$ cat config.mk
export PLATFORM = sky130hd
export DESIGN_NAME = asu_port
export DESIGN_NICKNAME = d
export VERILOG_FILES = /design/src/rtl/asu_pkg.sv /design/src/rtl/asu_port.sv /design/src/rtl/asu_fifo.sv
export VERILOG_INCLUDE_DIRS = /design/src /design/src/rtl
export SDC_FILE = /design/constraint.sdc
export NUM_CORES = 1
export LEC_CHECK = 0
export BUFFER_PORTS_ARGS = -buffer_cell sky130_fd_sc_hd__buf_4
export CAP_MARGIN = 0
export CORE_ASPECT_RATIO = 1.1
export CORE_UTILIZATION = 62
export DETAILED_ROUTE_END_ITERATION = 8
export PLACE_DENSITY = 0.78
export RECOVER_POWER = 100
export SYNTH_ARGS = -nofsm -noshare
export SYNTH_HDL_FRONTEND = slang
export SYNTH_SLANG_ARGS = --single-unit
$ cat constraint.sdc
create_clock -name i_core_clk -period 4.4 [get_ports i_core_clk]
set_clock_uncertainty 0.1 [all_clocks]
set_input_delay 0.66 -clock i_core_clk [delete_from_list [all_inputs] [get_ports i_core_clk]]
set_output_delay 0.66 -clock i_core_clk [all_outputs]
set_load 0.02 [all_outputs]
$ cat src/rtl/asu_map.svh
// Register offsets, field positions and reset values of the serial port.
// Assumes inclusion by the package only; the port's design file uses its macros without including it.
`ifndef ASU_MAP_SVH
`define ASU_MAP_SVH

// ****************************************************************
// Register offsets
// ****************************************************************
`define ASU_OFS_DATA 4'h0
`define ASU_OFS_STAT 4'h1
`define ASU_OFS_CTRL 4'h2
`define ASU_OFS_LCR 4'h3
`define ASU_OFS_BAUD 4'h4

// ****************************************************************
// Control fields
// ****************************************************************
`define ASU_CTL_PORT_EN 0
`define ASU_CTL_TX_EN 1
`define ASU_CTL_RX_EN 2
`define ASU_CTL_IR_EN 3
`define ASU_CTL_IR_LP 4
`define ASU_CTL_BREAK 5
`define ASU_CTL_W 6
`define ASU_CTL_RST 6'h00

// ****************************************************************
// Line format fields
// ****************************************************************
`define ASU_LCR_WLEN_LO 0
`define ASU_LCR_WLEN_HI 1
`define ASU_LCR_PAR_LO 2
`define ASU_LCR_PAR_HI 4
`define ASU_LCR_STOP2 5
`define ASU_LCR_W 6
`define ASU_LCR_RST 6'h03

// ****************************************************************
// Status fields and constants
// ****************************************************************
`define ASU_ST_RX_AVAIL 0
`define ASU_ST_TX_ROOM 1
`define ASU_ST_BUSY 2
`define ASU_ST_RX_EMPTY_VAL 32'hFFFF_FFFF
`define ASU_BAUD_RST 16'h0001
`define ASU_OVS_LAST 4'hF
`define ASU_OVS_MID 4'h7
`define ASU_IR_PULSE 4'h6
`define ASU_LP_PULSE 8'h0A
`define ASU_FIFO_DEPTH 16
`define ASU_RXW 12
`define ASU_TXW 8

`endif

$ cat src/rtl/asu_pkg.sv
// Types shared by the serial port and its queue.
// Assumes asu_map.svh sits on the include path.
`include "asu_map.svh"
package asu_pkg;
	typedef enum logic [2:0] {EVEN_PAR = 3'h0, ODD_PAR = 3'h1, ONE_PAR = 3'h2,
		ZERO_PAR = 3'h3, NO_PAR = 3'h4} asu_par_t;
	typedef struct packed {
		logic overrun;
		logic brk;
		logic par_err;
		logic frm_err;
		logic [7:0] data;
	} asu_rx_word_t;
	typedef struct packed {
		logic stop2;
		asu_par_t par;
		logic [1:0] wlen;
	} asu_fmt_t;
	typedef enum logic [4:0] {S_IDLE = 5'b00001, S_START = 5'b00010, S_DATA = 5'b00100,
		S_PAR = 5'b01000, S_STOP = 5'b10000} asu_state_t;
endpackage

$ cat src/rtl/asu_port.sv
// Asynchronous serial transceiver with register port and two queues.
// Assumes a single 100 MHz clock; line input arrives asynchronously.
//
// Summary of operation
// (RL1) Bytes become serial frames and back
// (RL2) Receive queue 16x12, transmit queue 16x8
// (RL3) Start, parity, stop added and stripped
// (RL4) Five to eight data bits
// (RL5) Even, odd, stick or no parity
// (RL6) One or two stop bits sent
// (RL7) Baud divider up to clock over sixteen
// (RL8) Break sent and break detected
// (RL9) Break control holds line low when infrared is off
// (RL10) Infrared encoder and decoder selectable
// (RL11) Busy while queued or shifting
// (RL12) Busy ends after last stop bit
// (RL13) Data read pops oldest received character
// (RL14) Stick parity forced and checked constant
// (RL15) Flag shows receive queue not empty
// (RL16) Flag shows transmit room; full writes dropped
// (RL17) Clearing both port and transmit enables finishes character, then flushes queue
// (RL18) Entry holds data plus four error bits
// (RL19) Sixteen-fold sampling, mid-bit start check
`timescale 1ns/100ps
module asu_port
	import asu_pkg::*;
(
	input wire logic i_core_clk,
	input wire logic i_rst_n,
	input wire logic i_ce,
	input wire logic [3:0] i_addr,
	input wire logic [31:0] i_wdata,
	input wire logic i_wr,
	input wire logic i_rd,
	output logic [31:0] o_rdata,
	input wire logic i_rx,
	output logic o_tx,
	output logic o_busy
);
	// ****************************************************************
	// Registers
	// ****************************************************************
	logic [`ASU_CTL_W-1:0] ctl_q;
	asu_fmt_t fmt_q;
	logic [15:0] baud_q;
	logic [31:0] rdata_q;
	logic tx_in_ready, tx_out_valid, tx_pop, rx_push, rx_in_ready, rx_out_valid, rx_pop;
	logic [7:0] tx_out_data;
	asu_rx_word_t rx_out_data, rx_word_d;
	logic tx_active, flush_q;
	logic port_enable, transmit_enable, receive_enable, infrared_enable;
	logic infrared_low_power, break_control;

	assign port_enable = ctl_q[`ASU_CTL_PORT_EN];
	assign transmit_enable = ctl_q[`ASU_CTL_TX_EN];
	assign receive_enable = ctl_q[`ASU_CTL_RX_EN];
	assign infrared_enable = ctl_q[`ASU_CTL_IR_EN];
	assign infrared_low_power = ctl_q[`ASU_CTL_IR_LP];
	assign break_control = ctl_q[`ASU_CTL_BREAK];

	always_ff @(posedge i_core_clk)
	begin
		if (!i_rst_n)
		begin
			ctl_q <= `ASU_CTL_RST;
			fmt_q <= `ASU_LCR_RST;
			baud_q <= `ASU_BAUD_RST;
		end
		else if (i_ce && i_wr)
		begin
			case (i_addr)
				`ASU_OFS_CTRL: ctl_q <= i_wdata[`ASU_CTL_W-1:0];
				`ASU_OFS_LCR: fmt_q <= i_wdata[`ASU_LCR_W-1:0];
				`ASU_OFS_BAUD: baud_q <= i_wdata[15:0];
				default: ;
			endcase
		end
	end

	// Flush once the character in flight is done
	always_ff @(posedge i_core_clk)
	begin
		if (!i_rst_n)
			flush_q <= 1'b0;
		else if (i_ce)
			flush_q <= !port_enable && !transmit_enable && !tx_active; // RL17
	end

	assign rx_pop = i_ce && i_rd && (i_addr == `ASU_OFS_DATA) && rx_out_valid; // RL13

	always_ff @(posedge i_core_clk)
	begin
		if (!i_rst_n)
			rdata_q <= '0;
		else if (i_ce)
		begin
			rdata_q <= '0;
			if (i_rd)
			begin
				case (i_addr)
					`ASU_OFS_DATA: rdata_q <= rx_out_valid ? 32'(rx_out_data) : `ASU_ST_RX_EMPTY_VAL;
					`ASU_OFS_STAT: rdata_q <= 32'({o_busy, tx_in_ready, rx_out_valid}); // RL15 RL16
					`ASU_OFS_CTRL: rdata_q <= 32'(ctl_q);
					`ASU_OFS_LCR: rdata_q <= 32'(fmt_q);
					`ASU_OFS_BAUD: rdata_q <= 32'(baud_q);
					default: rdata_q <= '0;
				endcase
			end
		end
	end
	assign o_rdata = rdata_q;

	// ****************************************************************
	// Queues
	// ****************************************************************
	asu_fifo #(.WIDTH(`ASU_TXW), .DEPTH(`ASU_FIFO_DEPTH)) u_txq ( // RL2
		.i_core_clk(i_core_clk),
		.i_rst_n(i_rst_n),
		.i_ce(i_ce),
		.i_flush(flush_q),
		.i_in_valid(i_wr && (i_addr == `ASU_OFS_DATA)), // RL16
		.o_in_ready(tx_in_ready),
		.i_in_data(i_wdata[7:0]),
		.o_out_valid(tx_out_valid),
		.i_out_ready(tx_pop),
		.o_out_data(tx_out_data)
	);
	asu_fifo #(.WIDTH(`ASU_RXW), .DEPTH(`ASU_FIFO_DEPTH)) u_rxq ( // RL2
		.i_core_clk(i_core_clk),
		.i_rst_n(i_rst_n),
		.i_ce(i_ce),
		.i_flush(1'b0),
		.i_in_valid(rx_push),
		.o_in_ready(rx_in_ready),
		.i_in_data(rx_word_d),
		.o_out_valid(rx_out_valid),
		.i_out_ready(rx_pop),
		.o_out_data(rx_out_data)
	);

	// ****************************************************************
	// Baud tick at sixteen times the bit rate
	// ****************************************************************
	// Divisor of zero stops the line entirely (DC)
	logic [15:0] div_q;
	logic tick;
	assign tick = (baud_q != '0) && (div_q == '0); // RL7
	always_ff @(posedge i_core_clk)
	begin
		if (!i_rst_n)
			div_q <= '0;
		else if (i_ce)
			div_q <= (div_q == '0) ? baud_q - 1'b1 : div_q - 1'b1;
	end

	// Frame length in data bits minus one
	logic [2:0] nbits;
	assign nbits = 3'd4 + 3'(fmt_q.wlen); // RL4

	function automatic logic par_bit(input logic [7:0] d, input logic [2:0] nb, input asu_par_t p);
		logic x;
		x = 1'b0;
		for (int i = 0; i < 8; i++)
			if (3'(i) <= nb)
				x = x ^ d[i];
		case (p)
			EVEN_PAR: par_bit = x;
			ODD_PAR: par_bit = ~x;
			ONE_PAR: par_bit = 1'b1; // RL14
			ZERO_PAR: par_bit = 1'b0; // RL14
			default: par_bit = 1'b0;
		endcase
	endfunction

	// ****************************************************************
	// Transmitter
	// ****************************************************************
	asu_state_t tst_q;
	logic [3:0] tovs_q;
	logic [2:0] tbit_q;
	logic [7:0] tsh_q;
	logic tline_q, tstop2_q;
	assign tx_active = (tst_q != S_IDLE);
	assign tx_pop = i_ce && tick && (tst_q == S_IDLE) && transmit_enable && port_enable;
	assign o_busy = tx_active || tx_out_valid; // RL11 RL12

	always_ff @(posedge i_core_clk)
	begin
		if (!i_rst_n)
		begin
			tst_q <= S_IDLE;
			tovs_q <= '0;
			tbit_q <= '0;
			tsh_q <= '0;
			tline_q <= 1'b1;
			tstop2_q <= 1'b0;
		end
		else if (i_ce && tick)
		begin
			tovs_q <= tovs_q + 1'b1;
			case (tst_q)
				S_IDLE:
				begin
					tline_q <= 1'b1;
					tovs_q <= '0;
					if (tx_pop && tx_out_valid)
					begin
						tsh_q <= tx_out_data; // RL1
						tline_q <= 1'b0; // RL3
						tbit_q <= '0;
						tst_q <= S_START;
					end
				end
				S_START:
					if (tovs_q == `ASU_OVS_LAST)
					begin
						tline_q <= tsh_q[0];
						tst_q <= S_DATA;
					end
				S_DATA:
					if (tovs_q == `ASU_OVS_LAST)
					begin
						tbit_q <= tbit_q + 1'b1;
						tline_q <= tsh_q[3'(tbit_q + 1'b1)];
						if (tbit_q == nbits)
						begin
							tstop2_q <= fmt_q.stop2;
							if (fmt_q.par == NO_PAR)
							begin
								tline_q <= 1'b1;
								tst_q <= S_STOP;
							end
							else
							begin
								tline_q <= par_bit(tsh_q, nbits, fmt_q.par); // RL5
								tst_q <= S_PAR;
							end
						end
					end
				S_PAR:
					if (tovs_q == `ASU_OVS_LAST)
					begin
						tline_q <= 1'b1;
						tst_q <= S_STOP;
					end
				S_STOP:
					if (tovs_q == `ASU_OVS_LAST)
					begin
						if (tstop2_q) // RL6
							tstop2_q <= 1'b0;
						else
							tst_q <= S_IDLE; // RL12
					end
				default: tst_q <= S_IDLE;
			endcase
		end
	end

	// Infrared pulse: 3/8 bit, or a fixed short pulse in low power
	logic [7:0] irp_q;
	logic line_out;
	assign line_out = tline_q && !break_control; // RL8 RL9
	always_ff @(posedge i_core_clk)
	begin
		if (!i_rst_n)
			irp_q <= '0;
		else if (i_ce)
		begin
			if (tick && tovs_q == '0 && !line_out)
				irp_q <= infrared_low_power ? `ASU_LP_PULSE : 8'(`ASU_IR_PULSE) * 8'(baud_q);
			else if (irp_q != '0)
				irp_q <= irp_q - 1'b1;
		end
	end
	assign o_tx = infrared_enable ? (irp_q != '0) : line_out; // RL10

	// ****************************************************************
	// Receiver
	// ****************************************************************
	logic rx_s1_q, rx_s2_q, rx_in, ir_hold_q;
	asu_state_t rst_q;
	logic [3:0] rovs_q;
	logic [2:0] rbit_q;
	logic [7:0] rsh_q;
	logic rpar_q, ovr_q;
	always_ff @(posedge i_core_clk)
	begin
		if (!i_rst_n)
		begin
			rx_s1_q <= 1'b1;
			rx_s2_q <= 1'b1;
			ir_hold_q <= 1'b1;
		end
		else if (i_ce)
		begin
			rx_s1_q <= i_rx;
			rx_s2_q <= rx_s1_q;
			// Infrared pulse holds a zero until the next tick in idle or the next sample at ASU_OVS_LAST
			if (rx_s2_q)
				ir_hold_q <= 1'b0;
			else if (tick && rst_q == S_IDLE)
				ir_hold_q <= 1'b1;
			else if (tick && rovs_q == `ASU_OVS_LAST)
				ir_hold_q <= 1'b1;
		end
	end
	assign rx_in = infrared_enable ? ir_hold_q : rx_s2_q; // RL10

	always_ff @(posedge i_core_clk)
	begin
		if (!i_rst_n)
		begin
			rst_q <= S_IDLE;
			rovs_q <= '0;
			rbit_q <= '0;
			rsh_q <= '0;
			rpar_q <= 1'b0;
		end
		else if (i_ce && tick)
		begin
			rovs_q <= rovs_q + 1'b1;
			case (rst_q)
				S_IDLE:
				begin
					rovs_q <= '0;
					if (!rx_in && receive_enable && port_enable)
						rst_q <= S_START;
				end
				S_START:
					if (rovs_q == `ASU_OVS_MID) // RL19
					begin
						rovs_q <= '0;
						rbit_q <= '0;
						rsh_q <= '0;
						rst_q <= rx_in ? S_IDLE : S_DATA;
					end
				S_DATA:
					if (rovs_q == `ASU_OVS_LAST) // RL19
					begin
						rsh_q[rbit_q] <= rx_in; // RL3
						rbit_q <= rbit_q + 1'b1;
						if (rbit_q == nbits)
							rst_q <= (fmt_q.par == NO_PAR) ? S_STOP : S_PAR;
					end
				S_PAR:
					if (rovs_q == `ASU_OVS_LAST)
					begin
						rpar_q <= rx_in;
						rst_q <= S_STOP;
					end
				S_STOP:
					if (rovs_q == `ASU_OVS_LAST)
						rst_q <= S_IDLE;
				default: rst_q <= S_IDLE;
			endcase
		end
	end

	// Word handed to the queue at the stop sample
	always_comb
	begin
		rx_word_d.data = rsh_q;
		rx_word_d.frm_err = !rx_in; // RL18
		rx_word_d.par_err = (fmt_q.par != NO_PAR) && (rpar_q != par_bit(rsh_q, nbits, fmt_q.par)); // RL5 RL14
		rx_word_d.brk = !rx_in && (rsh_q == '0) && !rpar_q; // RL8
		rx_word_d.overrun = ovr_q; // RL18
	end
	// A full queue drops the character; overrun marks the next that fits
	assign rx_push = i_ce && tick && (rst_q == S_STOP) && (rovs_q == `ASU_OVS_LAST);
	always_ff @(posedge i_core_clk)
	begin
		if (!i_rst_n)
			ovr_q <= 1'b0;
		else if (rx_push && !rx_in_ready)
			ovr_q <= 1'b1; // RL18
		else if (rx_push)
			ovr_q <= 1'b0;
	end
endmodule // asu_port

$ cat src/rtl/asu_fifo.sv
// Flip-flop queue with valid/ready on both sides.
// Assumes one clock, synchronous active-low reset, clock enable.
`timescale 1ns/100ps
module asu_fifo
	import asu_pkg::*;
#(
	parameter int WIDTH = 8,
	parameter int DEPTH = 16
)(
	input wire logic i_core_clk,
	input wire logic i_rst_n,
	input wire logic i_ce,
	input wire logic i_flush,
	input wire logic i_in_valid,
	output logic o_in_ready,
	input wire logic [WIDTH-1:0] i_in_data,
	output logic o_out_valid,
	input wire logic i_out_ready,
	output logic [WIDTH-1:0] o_out_data
);
	localparam int AW = $clog2(DEPTH);
	logic [WIDTH-1:0] mem_q [DEPTH];
	logic [AW-1:0] wp_q, rp_q;
	logic [AW:0] cnt_q;
	logic push, pop;

	assign o_in_ready = (cnt_q != (AW+1)'(DEPTH));
	assign o_out_valid = (cnt_q != '0);
	assign push = i_in_valid && o_in_ready;
	assign pop = o_out_valid && i_out_ready;
	assign o_out_data = mem_q[rp_q];

	always_ff @(posedge i_core_clk)
	begin
		if (i_ce && push)
			mem_q[wp_q] <= i_in_data;
	end

	always_ff @(posedge i_core_clk)
	begin
		if (!i_rst_n || (i_ce && i_flush))
		begin
			wp_q <= '0;
			rp_q <= '0;
			cnt_q <= '0;
		end
		else if (i_ce)
		begin
			if (push)
				wp_q <= (wp_q == AW'(DEPTH-1)) ? '0 : wp_q + 1'b1;
			if (pop)
				rp_q <= (rp_q == AW'(DEPTH-1)) ? '0 : rp_q + 1'b1;
			cnt_q <= cnt_q + (AW+1)'(push) - (AW+1)'(pop);
		end
	end
endmodule // asu_fifo

After elaboration in Yosys (flattened, before gate mapping):

Memories as Yosys holds them, arrays and structs flattened. A register that Yosys moved wholly into a read port is not among the register bits.
Cells that the tools add are included.
W data, S select, Z words.

* reduce and logical (&&, ||, !) cells: 78
* equal/unequal tests: 44
* add/sub/neg operators: 16
* bitwise gates (word level): 16
* multipliers: 1
* mux-type cells: 135
* order comparisons: 11

Operators with widths (number)
* $pmux W32 S5: 1
* $mux W1: 86
* $mux W5: 14
* $mux W32: 2
* $pmux W5 S5: 2
* $mux W8: 5
* $logic_and A1 B1 Y1: 33
* $mux W4: 8
* $sub A16 B1 Y16 const B: 2
* $add A4 B1 Y4 const B: 6
* $eq A4 B4 Y1 const B: 6
* $ne A2 B2 Y1 const B: 11
* $reduce_and A2 Y1: 9
* $logic_not A16 Y1: 1
* $mux W16: 1
* $pmux W8 S2: 1
* $reduce_bool A16 Y1: 1
* $mux W3: 5
* $xor A1 B1 Y1: 14
* $le A3 B3 Y1 const A: 4
* $pmux W3 S2: 2
* $add A5 B1 Y5: 2
* $eq A5 B1 Y1 const B: 2
* $eq A5 B2 Y1 const B: 2
* 47 further kinds: 81

* RAM bits: 320
* memories kept: 2
* flip-flop bits (word level): 150
* logic and storage cells: 332
* output and inout port bits: 34
* input bits: 42

Memory list
* u_rxq.mem_q: depth 16, width 12, read ports 1, clocked after memory_dff 1, write ports 1, line asu_fifo.sv:22 `logic [WIDTH-1:0] mem_q [DEPTH];`
* u_txq.mem_q: depth 16, width 8, read ports 1, clocked after memory_dff 1, write ports 1, line asu_fifo.sv:22

Depth between registers and ports, before layout:

Gate-level depths: netlist of the first run.

* word-level depth: 71
* depth in mapped cells: 21

Hierarchy:

A second synthesis of the first run with hierarchy kept.

* cells, all modules: 1623
* area, all modules: 21140.3 um^2

By module, submodules not included
* asu_fifo (u_rxq): cells each 407, area an instance 8185.4 um^2, seq. area each 6105.9 um^2, instances 1
* asu_port: cells each 896, area an instance 7088.0 um^2, seq. area each 2342.2 um^2, instances 1
* asu_fifo (u_txq): cells each 320, area an instance 5866.9 um^2, seq. area each 4184.0 um^2, instances 1

Least setup slack after synthesis of the first run:

No wires, ideal clock.

* path kind: flip-flop to flip-flop
* start: reg baud_q[5]
* end: reg u_txq.cnt_q[4]
* cell stages (with the launch flop): 22
* required time: 4172 ps
* arrival: 3363 ps
* slack: 809 ps
* library setup time: 128 ps
* period minus slack after synthesis: 3591 ps
* path through: dfxtp_1 clkbuf_1 inv_1 ha_1 nor4b_1 nand4_1 and4_1 buf_4 nand3_4 inv_1 buf_2 ha_1 inv_1 ha_1 inv_1 fa_1 nand2b_1 a21oi_1 nor3_1 o21ai_0 xor2_1 nor2_1

* cells in the longest elaborated chain, start to end: 8

RTL lines
* start, declared: line asu_port.sv:45 `logic [15:0] baud_q;`
* start signal, assigned: line asu_port.sv:67 `` baud_q <= `ASU_BAUD_RST; ``
* start signal, assigned: line asu_port.sv:74 `` `ASU_OFS_BAUD: baud_q <= i_wdata[15:0]; ``
* $reduce_bool A16 Y1: line asu_port.sv:147 `assign tick = (baud_q != '0) && (div_q == '0);`
* $logic_and A1 B1 Y1: line asu_port.sv:147
* $logic_and A1 B1 Y1 (4 in a row): line asu_port.sv:184 `assign tx_pop = i_ce && tick && (tst_q == S_IDLE) && transmit_enable && port_enable;`
* $logic_and A1 B1 Y1: line asu_fifo.sv:30 `assign pop = o_out_valid && i_out_ready;`
* $sub A5 B1 Y5: line asu_fifo.sv:53 `cnt_q <= cnt_q + (AW+1)'(push) - (AW+1)'(pop);`
* end signal, assigned: line asu_fifo.sv:53
* end, declared: line asu_fifo.sv:24 `logic [AW:0] cnt_q;`

No other way between the ends.
A chain may end at the register's enable or synchronous reset.

Worst setup path in the final report of the first run:

* start: reg baud_q[1]
* end: mem u_rxq.mem_q[1][10] in the netlist's numbering, enable pin

* cells in the longest elaborated chain, start to end: 9

RTL lines
* $reduce_bool A16 Y1: line asu_port.sv:147
* $logic_and A1 B1 Y1: line asu_port.sv:147
* $logic_and A1 B1 Y1 (3 in a row): line asu_port.sv:369 `` assign rx_push = i_ce && tick && (rst_q == S_STOP) && (rovs_q == `ASU_OVS_LAST); ``
* $logic_and A1 B1 Y1: line asu_fifo.sv:29 `assign push = i_in_valid && o_in_ready;`
* $logic_and A1 B1 Y1: line asu_fifo.sv:35 `if (i_ce && push)`
* $mux W1: line asu_fifo.sv:35
* $mux W1 (not written as such): line asu_fifo.sv:36 `mem_q[wp_q] <= i_in_data;`
* end, declared: line asu_fifo.sv:22

No other way between the ends.

==> results of run 1 <==
[cell families (layout without fill, tap and decap cells)]
logic type	after synthesis	count (layout)	synth area share, %
AO/OA/AOI/OAI	275	275	8.50
XOR/XNOR	32	32	1.41
adder cells (fa/ha/maj)	41	41	2.56
buffers and inverters	150	225	3.21
flip-flops	467	467	60.0
multiplexers	151	151	13.1
AND/OR/NAND/NOR	442	442	11.2
[sequential cells by signal, indices dropped and copies added, names as in the netlist, 4 cells and up, named ones only]
register     flops
u_rxq.wp_q       4
u_txq.cnt_q      5
u_txq.rp_q       4
o_rdata         17
u_rxq.cnt_q      5
rovs_q           4
tsh_q            8
tovs_q           4
rst_q            5
ctl_q            6
u_rxq.rp_q       4
rsh_q            8
fmt_q            6
irp_q            8
baud_q          16
u_txq.wp_q       4
u_rxq.mem_q    192
tst_q            5
div_q           16
u_txq.mem_q    128
[cell usage after synthesis, types with 4 or more instances]
cell      count
o31a_1        5
or3_1        10
o311ai_0      4
inv_1        51
nor3_4        5
nand4_1       7
a21o_1        5
nand3_1      36
a211oi_1     16
buf_4        21
nand4b_1      4
and3b_1       7
a21oi_1     107
clkbuf_1     49
nor4_1        9
a311oi_1      4
and4_1        7
edfxtp_1    320
nor2_1      116
xnor2_1      16
or4_1         6
nand2b_1      9
nor4b_1       6
a22o_1        6
a31oi_1      11
ha_1         38
buf_2        22
nor3b_1       4
mux2_2        7
nor3_1       28
a22oi_1      13
mux4_2       98
and2_1       17
nand2_1     108
o21ai_0      50
and3_1       21
buf_1         5
nand3b_1      7
nor2b_1      18
dfxtp_1     147
o21a_1        6
mux2i_1      46
xor2_1       15
[worst max-delay path by stage]
stage / from / to / cells after the start
after floorplan: baud_q[5] / u_txq.cnt_q[4] / 21
after global placement: i_addr[1] / u_rxq.cnt_q[4] / 14
after detailed placement: i_addr[1] / u_rxq.cnt_q[4] / 14
after CTS: baud_q[11] / u_txq.cnt_q[4] / 16
after global routing: baud_q[1] / u_rxq.mem_q[1][11] / 8
final: baud_q[1] / u_rxq.mem_q[1][10] / 8
[per-layer routing]
metal / up-vias / wire length [µm] / global-route usage, %
li1: 6030 / - / -
met1: 6641 / 19100 / 37.5
met2: 586 / 23800 / 46.7
met3: 137 / 3160 / 4.46
met4: 0 / 1970 / 12.0
met5: - / 0 / 0
[worst register-to-register path, stage by stage, from the launching register on]
cell and delay, ns:
dfxtp_1 0.54, inv_1 0.14, ha_1 0.20, and3b_1 0.18
nand4_1 0.13, nand4_1 0.31, nor4_1 1.06, and3b_1 0.54
clkbuf_1 0.51
[final cells by class]
class / count / area [µm²]
Sequential cell: 467 / 12600
Clock buffer: 58 / 1260
Fill cell: 2250 / 10300
Clock inverter: 29 / 265
Timing Repair Buffer: 86 / 453
Tap cell: 432 / 541
Multi-Input combinational cell: 941 / 7600
Inverter: 52 / 195
[power by group through the flow]
| stage | combinational [mW] | sequential [mW] | clock, mW |
|---|---|---|---|
| final | 1.43 | 4.86 | 3.94 |
| after floorplan | 1.15 | 4.93 | 0 |
| after CTS | 1.46 | 4.86 | 3.99 |
| after global placement | 1.42 | 4.95 | 0 |
| after global routing | 1.58 | 4.87 | 4.13 |
| after detailed placement | 1.44 | 4.95 | 0 |
==> impl_metrics.env, run 1 <==
export IMPL_yosys_register_bits=467
export IMPL_cts_buffer_depth=3
export IMPL_clk_latency_ns=0.58
export IMPL_dp_cells=1978
export IMPL_cp_arrival_ns=4.19
export IMPL_ys_dominant_reg_cell="edfxtp_1"
export IMPL_num_vias=13400
export IMPL_cts_tree="done"
export IMPL_tns_ns=0
export IMPL_fmax_ghz=0.245
export IMPL_final_max_slew_viol_count=71
export IMPL_dpl_hpwl_mm=30.5
export IMPL_drv_cap=1
export IMPL_dr_pass1_iters=7
export IMPL_power_frac_seq_pct=47.5
export IMPL_netlist_area_um2=20900
export IMPL_hold_viol=0
export IMPL_grt_pass1_wl_mm=73.9
export IMPL_grt_overflow=0
export IMPL_synth_distinct_cells=83
export IMPL_hold_class="in -> reg"
export IMPL_min_path_cells=3
export IMPL_port_buffers=59
export IMPL_p_total_mw=10.2
export IMPL_holdCritStartpoint="i_rx"
export IMPL_p_per_area_nw_per_um2=447
export IMPL_cts_root_buf="clkbuf_16"
export IMPL_cp_cell_sequence="inv_1 -> ha_1 -> and3b_1 -> nand4_1 -> nand4_1 -> nor4_1 -> and3b_1 -> clkbuf_1"
export IMPL_synth_top_cell_by_area="edfxtp_1"
export IMPL_synth_edf_count=320
export IMPL_reg2reg_from="baud_q[1]"
export IMPL_num_rows=70
export IMPL_die_height_um=195
export IMPL_cp_start_kind="register"
export IMPL_syn_inst=1558
export IMPL_drt_iter0_markers=1485
export IMPL_dieWidth_um=177
export IMPL_synthTopCellsByArea="edfxtp_1 (46%), dfxtp_1 (14%), mux4_2 (11%)"
export IMPL_routedWlPerCell_um=23.2
export IMPL_min_to="rx_s1_q"
export IMPL_power_switching_mw=2.74
export IMPL_final_cell_mix="edfxtp_1 (320), dfxtp_1 (145), nor2_1 (116)"
export IMPL_ir_drop_mv=0.377
export IMPL_synth_avg_cell_area_um2=13.4
export IMPL_setup_viol=0
export IMPL_io_pins=76
export IMPL_p_sw_share_pct=26.8
export IMPL_post_cts_resized=0
export IMPL_p_comb_share_pct=13.9
export IMPL_r2r_end="u_rxq.mem_q[1][10]"
export IMPL_drt_total_wl_mm=48.0
export IMPL_status="finished, violations left"
export IMPL_power_frac_clock_pct=38.5
export IMPL_final_cells=2065
export IMPL_required_ns=4.50
export IMPL_post_cts_setup_buffers=0
export IMPL_place_congestion=0.926
export IMPL_slowest_delay_ns=1.06
export IMPL_synth_nets=1641
export IMPL_r2r_setup_slack_ns=0.31
export IMPL_rsz0062_at_grt="false"
export IMPL_final_util_pct=68.9
export IMPL_synth_yosys_seq_area_share_pct=60.0
export IMPL_place_ws_ns=0.617
export IMPL_ant_nets=0
export IMPL_drive_above_1_share_pct=13.8
export IMPL_max_slew_margin_rel_pct=-1.81
export IMPL_path_class="reg -> reg"
export IMPL_final_area_um2=22900
export IMPL_cts_max_level=2
export IMPL_reg2reg_depth=8
export IMPL_track_usage_pct=28.4
export IMPL_cts_buffers=47
export IMPL_start_util_pct=63.0
export IMPL_cp_slowest_cell="nor4_1"
export IMPL_fin_crit_ns=4.09
export IMPL_yosysWarningCount=0
export IMPL_mostFrequentLayoutCell="edfxtp_1"
export IMPL_fin_hold_ws_ns=0.222
export IMPL_fin_crit_sh_pct=92.9
export IMPL_grt_max_degree=71
export IMPL_drc=1
export IMPL_nets=1678
export IMPL_area_growth_pct=9.36
export IMPL_asyncSetResetFlopFracSynth_pct=0
export IMPL_n_antenna_cell=0
export IMPL_critPathCaptureType="register"
export IMPL_p_leak_nw=7.93
export IMPL_viasPerCell=6.49
export IMPL_antenna_found_initial=0
export IMPL_violations="design-rule violations, max-capacitance violations, max-slew violations"
export IMPL_crit_family="simple AND/OR/NAND/NOR gates"
export IMPL_internal_power_mw=7.49
export IMPL_grt_pass1_vias=13100
export IMPL_path_clk_slew_ns=0.06
export IMPL_place_area_um2=21600
export IMPL_cts_hold_buf=0
export IMPL_setup_ws_ns=0.313
export IMPL_worst_slew_pin_transition_ns=1.53
export IMPL_die_area_um2=34500
export IMPL_critPathMaxFanout=8
export IMPL_cts_sinks=467
export IMPL_yosysTopAreaCellShare_pct=45.9
export IMPL_crit_buf_inv=2
export IMPL_core_area_um2=33200
No activity file was read; power rests on OpenSTA's default activity.
==> run 2, diff against run 1 <==
==> constraint.sdc (replaced) <==
create_clock -name i_core_clk -period 3.9 [get_ports i_core_clk]
set_clock_uncertainty 0.1 [all_clocks]
set_input_delay 0.585 -clock i_core_clk [delete_from_list [all_inputs] [get_ports i_core_clk]]
set_output_delay 0.585 -clock i_core_clk [all_outputs]
set_load 0.02 [all_outputs]
==> run 2 against run 1 <==
Against the previous run:
- the run now ends clean
- sequential power is 13% higher
- die area did not move
- core utilization up 0.67 points
- combinational power increased by 14%
- sequential share of layout area fell by 0.53 points
- non-clock buffer count grew 32
- critical path type unchanged
- largest power group unchanged
==> impl_metrics.env, run 2 (synthesized netlist as in run 1, its figures left out) <==
export IMPL_drt_iter0_markers=1516
export IMPL_setup_viol=0
export IMPL_die_area_um2=34500
export IMPL_cp_start_kind="register"
export IMPL_reg2reg_from="baud_q[0]"
export IMPL_tns_ns=0
export IMPL_dpl_hpwl_mm=31.3
export IMPL_n_antenna_cell=0
export IMPL_dp_cells=2010
export IMPL_hold_viol=0
export IMPL_power_switching_mw=3.04
export IMPL_multi_input_area_um2=7620
export IMPL_power_frac_seq_pct=47.4
export IMPL_max_slew_margin_rel_pct=15.5
export IMPL_r2r_setup_slack_ns=0.21
export IMPL_nets=1710
export IMPL_start_util_pct=63.0
export IMPL_clk_latency_ns=0.57
export IMPL_grt_overflow=0
export IMPL_path_class="reg -> reg"
export IMPL_p_per_area_nw_per_um2=501
export IMPL_wl_met2_mm=24.6
export IMPL_area_growth_pct=10.4
export IMPL_endpoint="u_rxq.mem_q[11][3]"
export IMPL_path_clk_slew_ns=0.06
export IMPL_wl_met1_mm=19.1
export IMPL_dieWidth_um=177
export IMPL_viasPerCell=6.52
export IMPL_port_buffers=59
export IMPL_largest_reg_flops=192
export IMPL_highest_layer="met4"
export IMPL_p_comb_share_pct=14.1
export IMPL_grt_pass1_vias=13500
export IMPL_cp_startpoint="baud_q[0]"
export IMPL_p_total_mw=11.6
export IMPL_cts_hold_buf=0
export IMPL_dr_pass1_iters=6
export IMPL_final_cell_mix="edfxtp_1 (320), dfxtp_1 (145), nor2_1 (116)"
export IMPL_reg2reg_depth=10
export IMPL_cts_buffer_depth=3
export IMPL_power_frac_clock_pct=38.6
export IMPL_cts_sinks=467
export IMPL_regMostFlops="u_rxq.mem_q"
export IMPL_fin_hold_ws_ns=0.169
export IMPL_die_height_um=195
export IMPL_cp_arrival_ns=3.77
export IMPL_worst_slew_pin_transition_ns=1.26
export IMPL_hold_class="in -> reg"
export IMPL_critPathCaptureType="register"
export IMPL_drc=0
export IMPL_critPathMaxFanout=22
export IMPL_final_cells=2095
export IMPL_ant_nets=0
export IMPL_required_ns=3.99
export IMPL_drive_above_1_share_pct=15.2
export IMPL_cts_root_buf="clkbuf_16"
export IMPL_grt_max_degree=65
export IMPL_cts_tree="done"
export IMPL_num_vias=13700
export IMPL_antenna_found_initial=0
export IMPL_final_util_pct=69.6
export IMPL_ir_drop_mv=0.635
export IMPL_num_rows=70
export IMPL_drv_cap=0
export IMPL_cts_max_level=2
export IMPL_final_max_slew_viol_count=0
export IMPL_drt_total_wl_mm=49.0
export IMPL_seq_area_um2=12600
export IMPL_internal_power_mw=8.54
export IMPL_place_congestion=0.911
export IMPL_grt_pass1_wl_mm=75.6
export IMPL_fin_crit_sh_pct=94.5
export IMPL_rsz0062_at_grt="false"
export IMPL_fmax_ghz=0.271
export IMPL_dr_wl_met3_mm=3.35
export IMPL_io_pins=76
export IMPL_fin_crit_ns=3.69
export IMPL_p_leak_nw=8.06
export IMPL_p_sw_share_pct=26.3
export IMPL_track_usage_pct=29.0
export IMPL_r2r_end="u_rxq.mem_q[11][3]"
export IMPL_n_fill_cell=2233
export IMPL_mostFrequentLayoutCell="edfxtp_1"
export IMPL_status="complete, no violations"
export IMPL_core_area_um2=33200
export IMPL_cts_buffers=47
export IMPL_routedWlPerCell_um=23.4
## run 2: area by class of cell
| cell class | count | area share, % |
|---|---|---|
| Clock buffer | 61 | 5.50 |
| Clock inverter | 24 | 1.12 |
| Inverter | 52 | 0.845 |
| Multi-Input combinational cell | 941 | 33.0 |
| Sequential cell | 467 | 54.4 |
| Tap cell | 432 | 2.34 |
| Timing Repair Buffer | 118 | 2.83 |
## run 2: through the flow
stage / area, µm² / worst slack [ns]
finish: 23100 / 0.214
detailed placement: 21900 / 0.322
CTS: 23400 / 0.278
global placement: 21900 / 0.367
global route: 23100 / 0.0118
floorplan: 20900 / 0.309
## run 2: what timing repair did
action	in CTS	in global routing
buffers inserted	0	0
gates resized for setup	0	1
endpoints found under the setup margin	0	1
## run 2: power groups by stage
stage / sequential, mW / combinational, mW / clock (mW)
after floorplan: 5.56 / 1.30 / 0
after global placement: 5.58 / 1.61 / 0
after detailed placement: 5.58 / 1.64 / 0
after CTS: 5.48 / 1.65 / 4.52
after global routing: 5.50 / 1.80 / 4.71
final: 5.48 / 1.63 / 4.46
## run 2: routing by layer
layer,vias to the layer above,track usage (%)
li1,6087,-
met1,6833,37.5
met2,603,48.4
met3,140,4.19
met4,0,13.1
met5,-,0
## run 2: critical path, cell delays in order (launching register included)
cell	delay, ns
dfxtp_1	0.49
inv_1	0.13
ha_1	0.23
and3b_1	0.18
nand4_1	0.08
clkbuf_1	0.23
nand4_4	0.16
buf_4	0.27
nor4_2	0.67
and3_1	0.29
clkbuf_1	0.49
## run 2: how the worst min path moves through the flow
| stage | from | to | slack, ns | cells after the start |
|---|---|---|---|---|
| floorplan | rx_s1_q | rx_s1_q | 0.34 | 2 |
| global placement | tsh_q[7] | tsh_q[7] | 0.36 | 2 |
| detailed placement | div_q[7] | div_q[7] | 0.37 | 2 |
| CTS | i_wdata[9] | baud_q[9] | 0.15 | 3 |
| global route | i_rx | rx_s1_q | 0.16 | 3 |
| finish | i_rx | rx_s1_q | 0.17 | 3 |
